[src/logic/panel_pkg.sv]
package panel_pkg;

  localparam int CLK_HZ        = 250_000_000;
  localparam int DEBOUNCE_MS   = 20;
  localparam int BLINK_HALF_MS = 250;
  localparam int STEP_MS       = 200;
  localparam int BAUD_RATE     = 19_200;

  localparam int DEBOUNCE_CYC   = (CLK_HZ / 1000) * DEBOUNCE_MS;
  localparam int BLINK_HALF_CYC = (CLK_HZ / 1000) * BLINK_HALF_MS;
  localparam int STEP_CYC       = (CLK_HZ / 1000) * STEP_MS;
  localparam int BAUD_CYC       = CLK_HZ / BAUD_RATE;

  localparam int CNT_W  = 27;
  localparam int BAUD_W = 16;
  localparam int DLY_W  = 5;
  localparam int IRQ_W  = 4;

  // 4 s of relay delay in 200 ms steps
  localparam logic [DLY_W-1:0] DLY_MAX = 5'h14;

  localparam logic [7:0] ADR_CTRL      = 8'h00;
  localparam logic [7:0] ADR_INCFG     = 8'h04;
  localparam logic [7:0] ADR_DELAY     = 8'h08;
  localparam logic [7:0] ADR_STATUS    = 8'h0C;
  localparam logic [7:0] ADR_IRQ_STAT  = 8'h10;
  localparam logic [7:0] ADR_IRQ_MASK  = 8'h14;
  localparam logic [7:0] ADR_LATCH_RST = 8'h18;

  localparam int IRQ_CAPTURE = 0;
  localparam int IRQ_ALARM1  = 1;
  localparam int IRQ_ALARM2  = 2;
  localparam int IRQ_BREAK   = 3;

  localparam logic [1:0] UNIT_C    = 2'h0;
  localparam logic [1:0] UNIT_F    = 2'h1;
  localparam logic [1:0] UNIT_K    = 2'h2;
  localparam logic [2:0] FUNC_LIM  = 3'h0;
  localparam logic [2:0] FUNC_ROC  = 3'h5;
  localparam logic [1:0] WIRE_2    = 2'h0;
  localparam logic [1:0] WIRE_4    = 2'h2;

  typedef enum logic [2:0] {M_NORMAL, M_R1P1, M_R1P2, M_R2P1, M_R2P2} mode_t;

  typedef struct packed {
    logic [1:0] wiring;
    logic [2:0] func;
    logic       brk_up;
    logic [1:0] unit;
  } in_cfg_t;

  typedef struct packed {
    logic       mode;
    logic       set;
    logic [1:0] reset;
  } buttons_t;

  typedef struct packed {
    logic       run;
    logic       status;
    logic [1:0] alarm;
  } lamps_t;

  typedef struct packed {
    logic [28:0] pad;
    logic [1:0]  latch_en;
    logic        cfg_ok;
  } ctrl_t;

  typedef struct packed {
    logic [18:0] pad;
    logic        diag_fail;
    logic        diag_busy;
    logic [1:0]  sensor_break;
    logic [1:0]  reset_pend;
    logic [1:0]  latched;
    logic [1:0]  relay;
    mode_t       mode;
  } status_t;

endpackage : panel_pkg

[src/logic/alarm_front_panel_control.sv]
// The Wishbone slave port and the address map were decided locally.
`timescale 1ns/1ps
// Functional notes
// (RULE1) normal mode, no fault: run lamp steady on
// (RULE2) run lamp flashes during power-up diagnostics and after they fail
// (RULE3) status lamp flashes while any sensor is open or broken
// (RULE4) outside configuration, each alarm lamp is steady on while its relay alarms
// (RULE5) configuration mode turns the run lamp off
// (RULE6) configuration mode: status lamp blinks once per captured set press
// (RULE7) configuration: alarm lamp steady for parameter 1, flashing for parameter 2
// (RULE8) mode button steps through the configuration modes
// (RULE9) set button in configuration captures present input as the parameter
// (RULE10) reset button 1 or 2 clears the latched alarm of its relay
// (RULE11) no field configuration until the host has loaded a configuration
// (RULE12) host serial link runs at fixed 19.2K baud
// (RULE13) each input holds a unit selection: Celsius, Fahrenheit or kelvin
// (RULE14) each input holds an upscale or downscale sensor-break direction
// (RULE15) each input holds one of six alarm functions
// (RULE16) each input holds two-, three- or four-wire sensor wiring
// (RULE17) latch reset acts only when input normal and relay delay expired
// (RULE18) relay delay 0 to 4 s in 200 ms steps, on entry and exit
// (RULE19) all flashing from one 2 Hz 50 % blink; buttons debounced 20 ms
module alarm_front_panel_control #(
  parameter int DEBOUNCE_CYCLES   = panel_pkg::DEBOUNCE_CYC,
  parameter int BLINK_HALF_CYCLES = panel_pkg::BLINK_HALF_CYC,
  parameter int STEP_CYCLES       = panel_pkg::STEP_CYC,
  parameter int BAUD_CYCLES       = panel_pkg::BAUD_CYC
) (
  input  wire logic                 clk_i,
  input  wire logic                 rst_i,
  input  wire logic                 wb_cyc_i,
  input  wire logic                 wb_stb_i,
  input  wire logic                 wb_we_i,
  input  wire logic [7:0]           wb_adr_i,
  input  wire logic [3:0]           wb_sel_i,
  input  wire logic [31:0]          wb_dat_i,
  output logic      [31:0]          wb_dat_o,
  output logic                      wb_ack_o,
  input  wire panel_pkg::buttons_t  buttons_i,
  input  wire logic [1:0]           alarm_i,
  input  wire logic [1:0]           sensor_break_i,
  input  wire logic                 diag_busy_i,
  input  wire logic                 diag_fail_i,
  output panel_pkg::lamps_t         lamps_o,
  output logic [1:0]                relay_o,
  output logic [1:0]                latch_clear_o,
  output logic                      capture_o,
  output logic [1:0]                capture_sel_o,
  output panel_pkg::in_cfg_t [1:0]  in_cfg_o,
  output logic                      baud_tick_o,
  output logic                      irq_o
);

  localparam int CW = panel_pkg::CNT_W;

  typedef struct packed {
    panel_pkg::mode_t                   mode;
    logic [3:0]                         db;
    logic [3:0][CW-1:0]                 db_cnt;
    logic [CW-1:0]                      blink_cnt;
    logic                               blink;
    logic [CW-1:0]                      step_cnt;
    logic                               tick;
    logic [panel_pkg::BAUD_W-1:0]       baud_cnt;
    logic                               baud_tick;
    logic [1:0]                         relay;
    logic [1:0][panel_pkg::DLY_W-1:0]   dly_cnt;
    logic [1:0]                         latched;
    logic [1:0]                         rst_req;
    logic [1:0]                         clr;
    logic [CW-1:0]                      sblink_cnt;
    logic                               capture;
    logic [1:0]                         cap_sel;
    logic                               cfg_ok;
    logic [1:0]                         latch_en;
    panel_pkg::in_cfg_t [1:0]           in_cfg;
    logic [panel_pkg::DLY_W-1:0]        delay;
    logic [panel_pkg::IRQ_W-1:0]        irq_stat;
    logic [panel_pkg::IRQ_W-1:0]        irq_mask;
    logic                               brk_q;
    logic                               irq;
    logic                               ack;
    logic [31:0]                        rdat;
    panel_pkg::lamps_t                  lamps;
    logic [1:0]                         relay_out;
  } state_t;

  state_t s;
  state_t next_s;

  logic [3:0]                  press;
  logic [1:0]                  rise;
  logic [1:0]                  sw_rst;
  logic [panel_pkg::IRQ_W-1:0] w1c;
  logic [panel_pkg::IRQ_W-1:0] ev;
  logic                        req;

  function automatic logic [31:0] wmerge(input logic [31:0] old, input logic [31:0] wd,
                                         input logic [3:0] sel);
    logic [31:0] r;
    r = old;
    for (int b = 0; b < 4; b++) begin
      if (sel[b]) begin
        r[8*b +: 8] = wd[8*b +: 8];
      end
    end
    return r;
  endfunction : wmerge

  function automatic logic cfg_legal(input panel_pkg::in_cfg_t c);
    return (c.unit <= panel_pkg::UNIT_K) && (c.func <= panel_pkg::FUNC_ROC)
        && (c.wiring <= panel_pkg::WIRE_4);
  endfunction : cfg_legal

  always_comb begin
    logic [31:0] m;
    panel_pkg::ctrl_t   cw;
    panel_pkg::status_t st;
    panel_pkg::in_cfg_t [1:0] ic;
    m      = '0;
    cw     = '0;
    st     = '0;
    ic     = '0;
    next_s = s;
    press  = '0;
    rise   = '0;
    sw_rst = '0;
    w1c    = '0;

    // register bus: one wait state, ack drops after one cycle
    req          = wb_cyc_i & wb_stb_i & ~s.ack;
    next_s.ack   = req;
    if (req && wb_we_i) begin
      unique case (wb_adr_i)
        panel_pkg::ADR_CTRL: begin
          cw = panel_pkg::ctrl_t'(wmerge(32'(panel_pkg::ctrl_t'({29'h0, s.latch_en, s.cfg_ok})),
                                         wb_dat_i, wb_sel_i));
          next_s.cfg_ok   = cw.cfg_ok;
          next_s.latch_en = cw.latch_en;
        end
        panel_pkg::ADR_INCFG: begin
          m  = wmerge({16'h0000, s.in_cfg}, wb_dat_i, wb_sel_i);
          ic = m[15:0];
          for (int i = 0; i < 2; i++) begin
            // illegal encodings leave the field unchanged
            if (cfg_legal(ic[i])) begin // [RULE13] [RULE14] [RULE15] [RULE16]
              next_s.in_cfg[i] = ic[i];
            end
          end
        end
        panel_pkg::ADR_DELAY: begin
          m = wmerge({27'h0, s.delay}, wb_dat_i, wb_sel_i);
          next_s.delay = (m[panel_pkg::DLY_W-1:0] > panel_pkg::DLY_MAX) ? // [RULE18]
                         panel_pkg::DLY_MAX : m[panel_pkg::DLY_W-1:0];
        end
        panel_pkg::ADR_IRQ_STAT: begin
          m   = wmerge(32'h0000_0000, wb_dat_i, wb_sel_i);
          w1c = m[panel_pkg::IRQ_W-1:0];
        end
        panel_pkg::ADR_IRQ_MASK: begin
          m = wmerge({28'h0, s.irq_mask}, wb_dat_i, wb_sel_i);
          next_s.irq_mask = m[panel_pkg::IRQ_W-1:0];
        end
        panel_pkg::ADR_LATCH_RST: begin
          m      = wmerge(32'h0000_0000, wb_dat_i, wb_sel_i);
          sw_rst = m[1:0];
        end
        default: ;
      endcase
    end
    if (req && !wb_we_i) begin
      st.diag_fail    = diag_fail_i;
      st.diag_busy    = diag_busy_i;
      st.sensor_break = sensor_break_i;
      st.reset_pend   = s.rst_req;
      st.latched      = s.latched;
      st.relay        = s.relay;
      st.mode         = s.mode;
      unique case (wb_adr_i)
        panel_pkg::ADR_CTRL:     next_s.rdat = {29'h0, s.latch_en, s.cfg_ok};
        panel_pkg::ADR_INCFG:    next_s.rdat = {16'h0000, s.in_cfg};
        panel_pkg::ADR_DELAY:    next_s.rdat = {27'h0, s.delay};
        panel_pkg::ADR_STATUS:   next_s.rdat = st;
        panel_pkg::ADR_IRQ_STAT: next_s.rdat = {28'h0, s.irq_stat};
        panel_pkg::ADR_IRQ_MASK: next_s.rdat = {28'h0, s.irq_mask};
        default:                 next_s.rdat = 32'h0000_0000;
      endcase
    end

    // one shared time base keeps every flashing lamp in phase
    for (int i = 0; i < 4; i++) begin
      if (buttons_i[i] == s.db[i]) begin
        next_s.db_cnt[i] = '0;
      end else if (s.db_cnt[i] == CW'(DEBOUNCE_CYCLES - 1)) begin // [RULE19]
        next_s.db[i]     = buttons_i[i];
        next_s.db_cnt[i] = '0;
        press[i]         = buttons_i[i];
      end else begin
        next_s.db_cnt[i] = s.db_cnt[i] + 1'b1;
      end
    end
    if (s.blink_cnt == CW'(BLINK_HALF_CYCLES - 1)) begin // [RULE19]
      next_s.blink_cnt = '0;
      next_s.blink     = ~s.blink;
    end else begin
      next_s.blink_cnt = s.blink_cnt + 1'b1;
    end
    next_s.tick = (s.step_cnt == CW'(STEP_CYCLES - 1));
    next_s.step_cnt = next_s.tick ? '0 : s.step_cnt + 1'b1;
    next_s.baud_tick = (s.baud_cnt == panel_pkg::BAUD_W'(BAUD_CYCLES - 1)); // [RULE12]
    next_s.baud_cnt  = next_s.baud_tick ? '0 : s.baud_cnt + 1'b1;

    // delay counts whole steps; the first step may be short by up to one step
    for (int i = 0; i < 2; i++) begin
      if (alarm_i[i] == s.relay[i]) begin
        next_s.dly_cnt[i] = '0;
      end else if (s.dly_cnt[i] >= s.delay) begin // [RULE18]
        next_s.relay[i]   = alarm_i[i];
        next_s.dly_cnt[i] = '0;
      end else if (s.tick) begin
        next_s.dly_cnt[i] = s.dly_cnt[i] + 1'b1;
      end
      rise[i] = next_s.relay[i] & ~s.relay[i];
      next_s.clr[i] = 1'b0;
      // relay low means input is back in range and the delay has run out
      if (s.rst_req[i] && !s.relay[i]) begin // [RULE17]
        next_s.latched[i] = 1'b0;
        next_s.clr[i]     = s.latched[i];
        next_s.rst_req[i] = 1'b0;
      end
      if (press[i] || sw_rst[i]) begin // [RULE10]
        next_s.rst_req[i] = 1'b1;
      end
      if (rise[i] && s.latch_en[i]) begin
        next_s.latched[i] = 1'b1;
      end
    end

    if (press[3]) begin // [RULE8]
      unique case (s.mode)
        panel_pkg::M_NORMAL: next_s.mode = s.cfg_ok ? panel_pkg::M_R1P1 : // [RULE11]
                                           panel_pkg::M_NORMAL;
        panel_pkg::M_R1P1:   next_s.mode = panel_pkg::M_R1P2;
        panel_pkg::M_R1P2:   next_s.mode = panel_pkg::M_R2P1;
        panel_pkg::M_R2P1:   next_s.mode = panel_pkg::M_R2P2;
        panel_pkg::M_R2P2:   next_s.mode = panel_pkg::M_NORMAL;
      endcase
    end

    next_s.capture = 1'b0;
    if (press[2] && s.mode != panel_pkg::M_NORMAL) begin // [RULE9]
      next_s.capture    = 1'b1;
      next_s.cap_sel    = 2'(s.mode - panel_pkg::M_R1P1);
      next_s.sblink_cnt = CW'(BLINK_HALF_CYCLES); // [RULE6]
    end else if (s.sblink_cnt != '0) begin
      next_s.sblink_cnt = s.sblink_cnt - 1'b1;
    end

    ev                       = '0;
    ev[panel_pkg::IRQ_CAPTURE] = next_s.capture;
    ev[panel_pkg::IRQ_ALARM1]  = rise[0];
    ev[panel_pkg::IRQ_ALARM2]  = rise[1];
    ev[panel_pkg::IRQ_BREAK]   = (|sensor_break_i) & ~s.brk_q;
    next_s.brk_q    = |sensor_break_i;
    // a new event beats a clear in the same cycle
    next_s.irq_stat = (s.irq_stat & ~w1c) | ev;
    next_s.irq      = |(next_s.irq_stat & next_s.irq_mask);

    next_s.relay_out = s.relay | s.latched;
    if (s.mode == panel_pkg::M_NORMAL) begin
      next_s.lamps.run    = (diag_busy_i | diag_fail_i) ? s.blink : 1'b1; // [RULE1] [RULE2]
      next_s.lamps.status = (|sensor_break_i) & s.blink; // [RULE3]
      next_s.lamps.alarm  = s.relay | s.latched; // [RULE4]
    end else begin
      next_s.lamps.run      = 1'b0; // [RULE5]
      next_s.lamps.status   = (s.sblink_cnt != '0); // [RULE6]
      next_s.lamps.alarm[0] = (s.mode == panel_pkg::M_R1P1) | // [RULE7]
                              ((s.mode == panel_pkg::M_R1P2) & s.blink);
      next_s.lamps.alarm[1] = (s.mode == panel_pkg::M_R2P1) |
                              ((s.mode == panel_pkg::M_R2P2) & s.blink);
    end
  end

  always_ff @(posedge clk_i) begin
    if (rst_i) begin
      s <= '0;
    end else begin
      s <= next_s;
    end
  end

  assign wb_dat_o      = s.rdat;
  assign wb_ack_o      = s.ack;
  assign lamps_o       = s.lamps;
  assign relay_o       = s.relay_out;
  assign latch_clear_o = s.clr;
  assign capture_o     = s.capture;
  assign capture_sel_o = s.cap_sel;
  assign in_cfg_o      = s.in_cfg;
  assign baud_tick_o   = s.baud_tick;
  assign irq_o         = s.irq;
endmodule : alarm_front_panel_control

[config.mk]
export PLATFORM = sky130hd
export DESIGN_NAME = alarm_front_panel_control
export DESIGN_NICKNAME = d
export VERILOG_FILES = /design/src/logic/panel_pkg.sv /design/src/logic/alarm_front_panel_control.sv
export SDC_FILE = /design/constraint.sdc
export NUM_CORES = 1
export LEC_CHECK = 0
export BUFFER_PORTS_ARGS = -buffer_cell sky130_fd_sc_hd__clkbuf_2
export CAP_MARGIN = 5
export CORE_ASPECT_RATIO = 0.6
export CORE_MARGIN = 2
export CORE_UTILIZATION = 40
export DETAILED_ROUTE_END_ITERATION = 12
export PLACE_DENSITY = 0.55
export RECOVER_POWER = 100
export SYNTH_ARGS = -nofsm -noshare
export SYNTH_HDL_FRONTEND = slang
export SYNTH_SLANG_ARGS = --single-unit
[constraint.sdc]
create_clock -name clk_i -period 2.5 [get_ports clk_i]
set_input_delay 0.25 -clock clk_i [delete_from_list [all_inputs] [get_ports clk_i]]
set_output_delay 0.25 -clock clk_i [all_outputs]
set_load 0.03 [all_outputs]
==> results.cfg <==
[die]
coreArea_um2 = 33400
placementRows = 52
dieHeight_um = 146
start_util = 0.403
die_x_um = 241
io_pins = 121
dieArea_um2 = 35200

[grt]
grt_max_degree = 29
overflow = 0
antenna_found_initial = 2
grt_pass1_vias = 9377
grt_pass1_wl_um = 49900
grtUsageTotal = 0.172

[flow_run]
cap_viol_max_count = 0

[drt]
viasPerCell = 4.98
drc = 0
first_pass_iters = 5
wl_per_cell_um = 14.6
wl_um = 31000
ant_nets = 0
drtIter0Drc = 726
num_vias = 10500

[placed_design]
routabilityCongestion = 0.909
io_buffers = 86
pre_cts_ws_ns = 0.168
dp_hpwl_um = 22300
placed_cells = 2046

[cells_and_area]
layout.nets = 1718
drive_gt1_frac = 0.0851
syn2layout_area_growth_pct = 12.4
fin_cells = 2117
fillers = 3292

[synthesis]
synth_edf_count = 0
synth_seq_area_share = 0.435
ys.flop_type = dfxtp_1
synth_top_family_by_area = simple AND/OR/NAND/NOR gates
synth-simple-area-share = 0.267
syn-cell-area_um2 = 13500
ys_ff_latch = 293
yosys_warnings = 0
synth_fa_ha_area_frac = 0.0223
ys_types = 61
yosys-top-cells-area = dfxtp_1 44%, nor2_1 8.4%, xor2_1 6.8%, xnor2_1 5.1%, buf_4 3.2%
synthArstFlopShare = 0
synth_xor_area_frac = 0.120
yosysTopAreaCell = dfxtp_1
syn_avg_cell_area_um2 = 8.64
syn_inst = 1561
synth_compound_area_frac = 0.0565
synth_top_area_share = 0.435
synthMuxAreaShare = 0.0385

[clocking]
cts_buffer_depth = 3
cts_tree = built
postCtsSetupBuffers = 0
clock_latency_ns = 0.56
cts_buffers = 29
clockRootBuffer = clkbuf_16
clk_pin_slew_ns = 0.07
h-tree-depth = 1
clock_sinks = 293

[critical_path]
crit_chain = inv_1, ha_1, o211ai_1, a21oi_1, a2111o_1, a22oi_1, o22ai_1, a221o_1
reg2reg_depth = 8
crit_cells = 8
worstSetupEndpointType = register
cpLargestDelayFamily = compound AO/OA/AOI/OAI gates
r2r_end = irq_o
slowest_stage = a2111o_1
worst-setup-path-type = register to register
cp.arrival_ns = 2.73
path_max_fanout = 4
worstReg2RegStart = s[50]
ff2ff_setup_slack_ns = 0.22
cp-start-kind = register
crit_buf_inv = 1
cpPeakStageDelay_ns = 0.43
cp.required_ns = 2.95

[sta]
slew_headroom = 0.195
finalCritPeriodShare = 0.911
finalHoldViolCount = 0
skew_ns = 0.0226
setup_slack_ns = 0.223
rsz0062_at_grt = no
clock.fmax_ghz = 0.439
tns_ns = 0
worstMarginPinSlew_ns = 1.21
min_period_ns = 2.28
final-setup-viol-count = 0
slew_viol_final = 0

[min_path]
hold_depth = 3
holdCritStartpoint = wb_dat_i[4]
worstHoldEndpoint = s[53]
hp-class = input port to register

[power]
peakVddDrop_v = 0.000489
power.density_nw_per_um2 = 734
leakagePower_nw = 5.28

[status]
status = finished clean
[area by class of cell]
type	count	area (µm²)	share of cell area
multi-input cells	1126	6810	0.450
flip-flops and latches	293	5870	0.387
repair buffers	144	805	0.0531
clock buffers	38	779	0.0514
well taps	459	574	0.0379
clock inverters	14	156	0.0103
inverters	41	154	0.0102
diodes	2	5.00	0.000330
[kinds of logic after synthesis]
| kind of cell | after synthesis |
|---|---|
| compound gates | 124 |
| xor+xnor | 184 |
| fa+ha+maj | 24 |
| buf+inv | 157 |
| flops | 293 |
| mux | 50 |
| other cells | 1 |
| simple gates | 728 |
[placed cells by master, fill, tap and decap left out, types with 7 or more instances in the layout]
master / count
clkinv_2: 7
nor4b_1: 11
clkbuf_2: 43
buf_4: 21
and2_1: 10
nand2_1: 91
xnor2_1: 79
nand3_1: 77
clkbuf_16: 29
conb_1: 16
mux2i_1: 35
xor2_1: 105
nand4b_1: 7
nand4_1: 49
o21ai_0: 30
a21oi_1: 46
nor3_1: 40
a22oi_1: 21
clkbuf_1: 66
or3_1: 26
dfxtp_1: 293
dlygate4sd3_1: 17
and4_1: 12
ha_1: 24
nor4_1: 27
nor2_1: 302
and3_1: 33
inv_1: 41
mux2_2: 15
[power by group]
| group | switching [W] | internal, W | total (W) |
|---|---|---|---|
| clock network | 0.00185 | 0.00250 | 0.00436 |
| registers | 0.000207 | 0.00489 | 0.00510 |
| logic | 0.000972 | 0.000696 | 0.00167 |
[timing repair]
| action | in CTS | in global routing |
|---|---|---|
| hold buffers | 17 | 0 |
| gates resized for setup | 0 | 0 |
| endpoints found under the hold margin | 17 | 0 |
[layer usage]
metal  track usage  vias up  share of wire  wire (µm)
met4        0.0330        0          0.015        450
met1         0.270     4890           0.54      16800
li1              -     5425              -          -
met5             0        -              0          0
met2         0.239      195           0.39      12100
met3        0.0340       33          0.052       1600
[synthesized netlist by cell type, types with 2 or more instances]
cell type	number
buf_2	15
nand3_1	77
and3_1	33
or4_1	6
or4b_1	3
ha_1	24
or2_2	7
and2_1	10
nor4b_1	11
nor3_1	40
o21ai_1	9
buf_4	58
o31ai_1	2
nand4b_1	7
nand3b_1	4
nor2_1	302
nand4_1	49
and3b_1	2
inv_1	41
and4_1	12
nor4_2	3
nor3_2	2
a211oi_1	2
a21o_1	2
a22oi_1	20
a32oi_1	3
nand2b_1	6
or3_1	26
nor4_1	24
clkbuf_1	35
nor3b_1	2
a21oi_1	46
nor2b_1	5
mux2i_1	35
xnor2_1	79
o21ai_0	23
or4b_2	2
mux2_2	15
xor2_1	105
nand2_1	91
dfxtp_1	293
o22ai_1	4
buf_1	8
[through the flow]
stage          hold WS, ns  area, µm²  total power, W  utilization
6_report            0.0274      15200          0.0111        0.453
5_1_grt             0.0245      15200          0.0117        0.453
4_1_cts           0.000440      15300          0.0113        0.458
3_5_place_dp         0.442      14200         0.00686        0.425
3_3_place_gp         0.426      14200         0.00683        0.425
2_1_floorplan        0.394      13500         0.00644            -
[how the worst max path moves through the flow]
stage           startpoint  slack, ns  endpoint
4_1_cts              s[86]       0.29     s[87]
6_report             s[50]       0.22     irq_o
2_1_floorplan       s[122]       0.30    s[127]
5_1_grt              s[84]       0.02     s[99]
3_3_place_gp   wb_adr_i[5]       0.19     irq_o
3_5_place_dp   wb_adr_i[5]       0.17     irq_o
[worst register-to-register path: stages (launching register included)]
cell      delay (ns)
dfxtp_1         0.39
inv_1           0.08
ha_1            0.30
o211ai_1        0.17
a21oi_1         0.08
a2111o_1        0.43
a22oi_1         0.29
o22ai_1         0.13
a221o_1         0.29
[state kept, by name (all words and copies together) (netlist names)]
signal	count
s	247
in_cfg_o	16
wb_dat_o	16
lamps_o	4
capture_sel_o	2
latch_clear_o	2
relay_o	2
baud_tick_o	1
capture_o	1
irq_o	1
wb_ack_o	1
(Power assumes the default switching activity.)
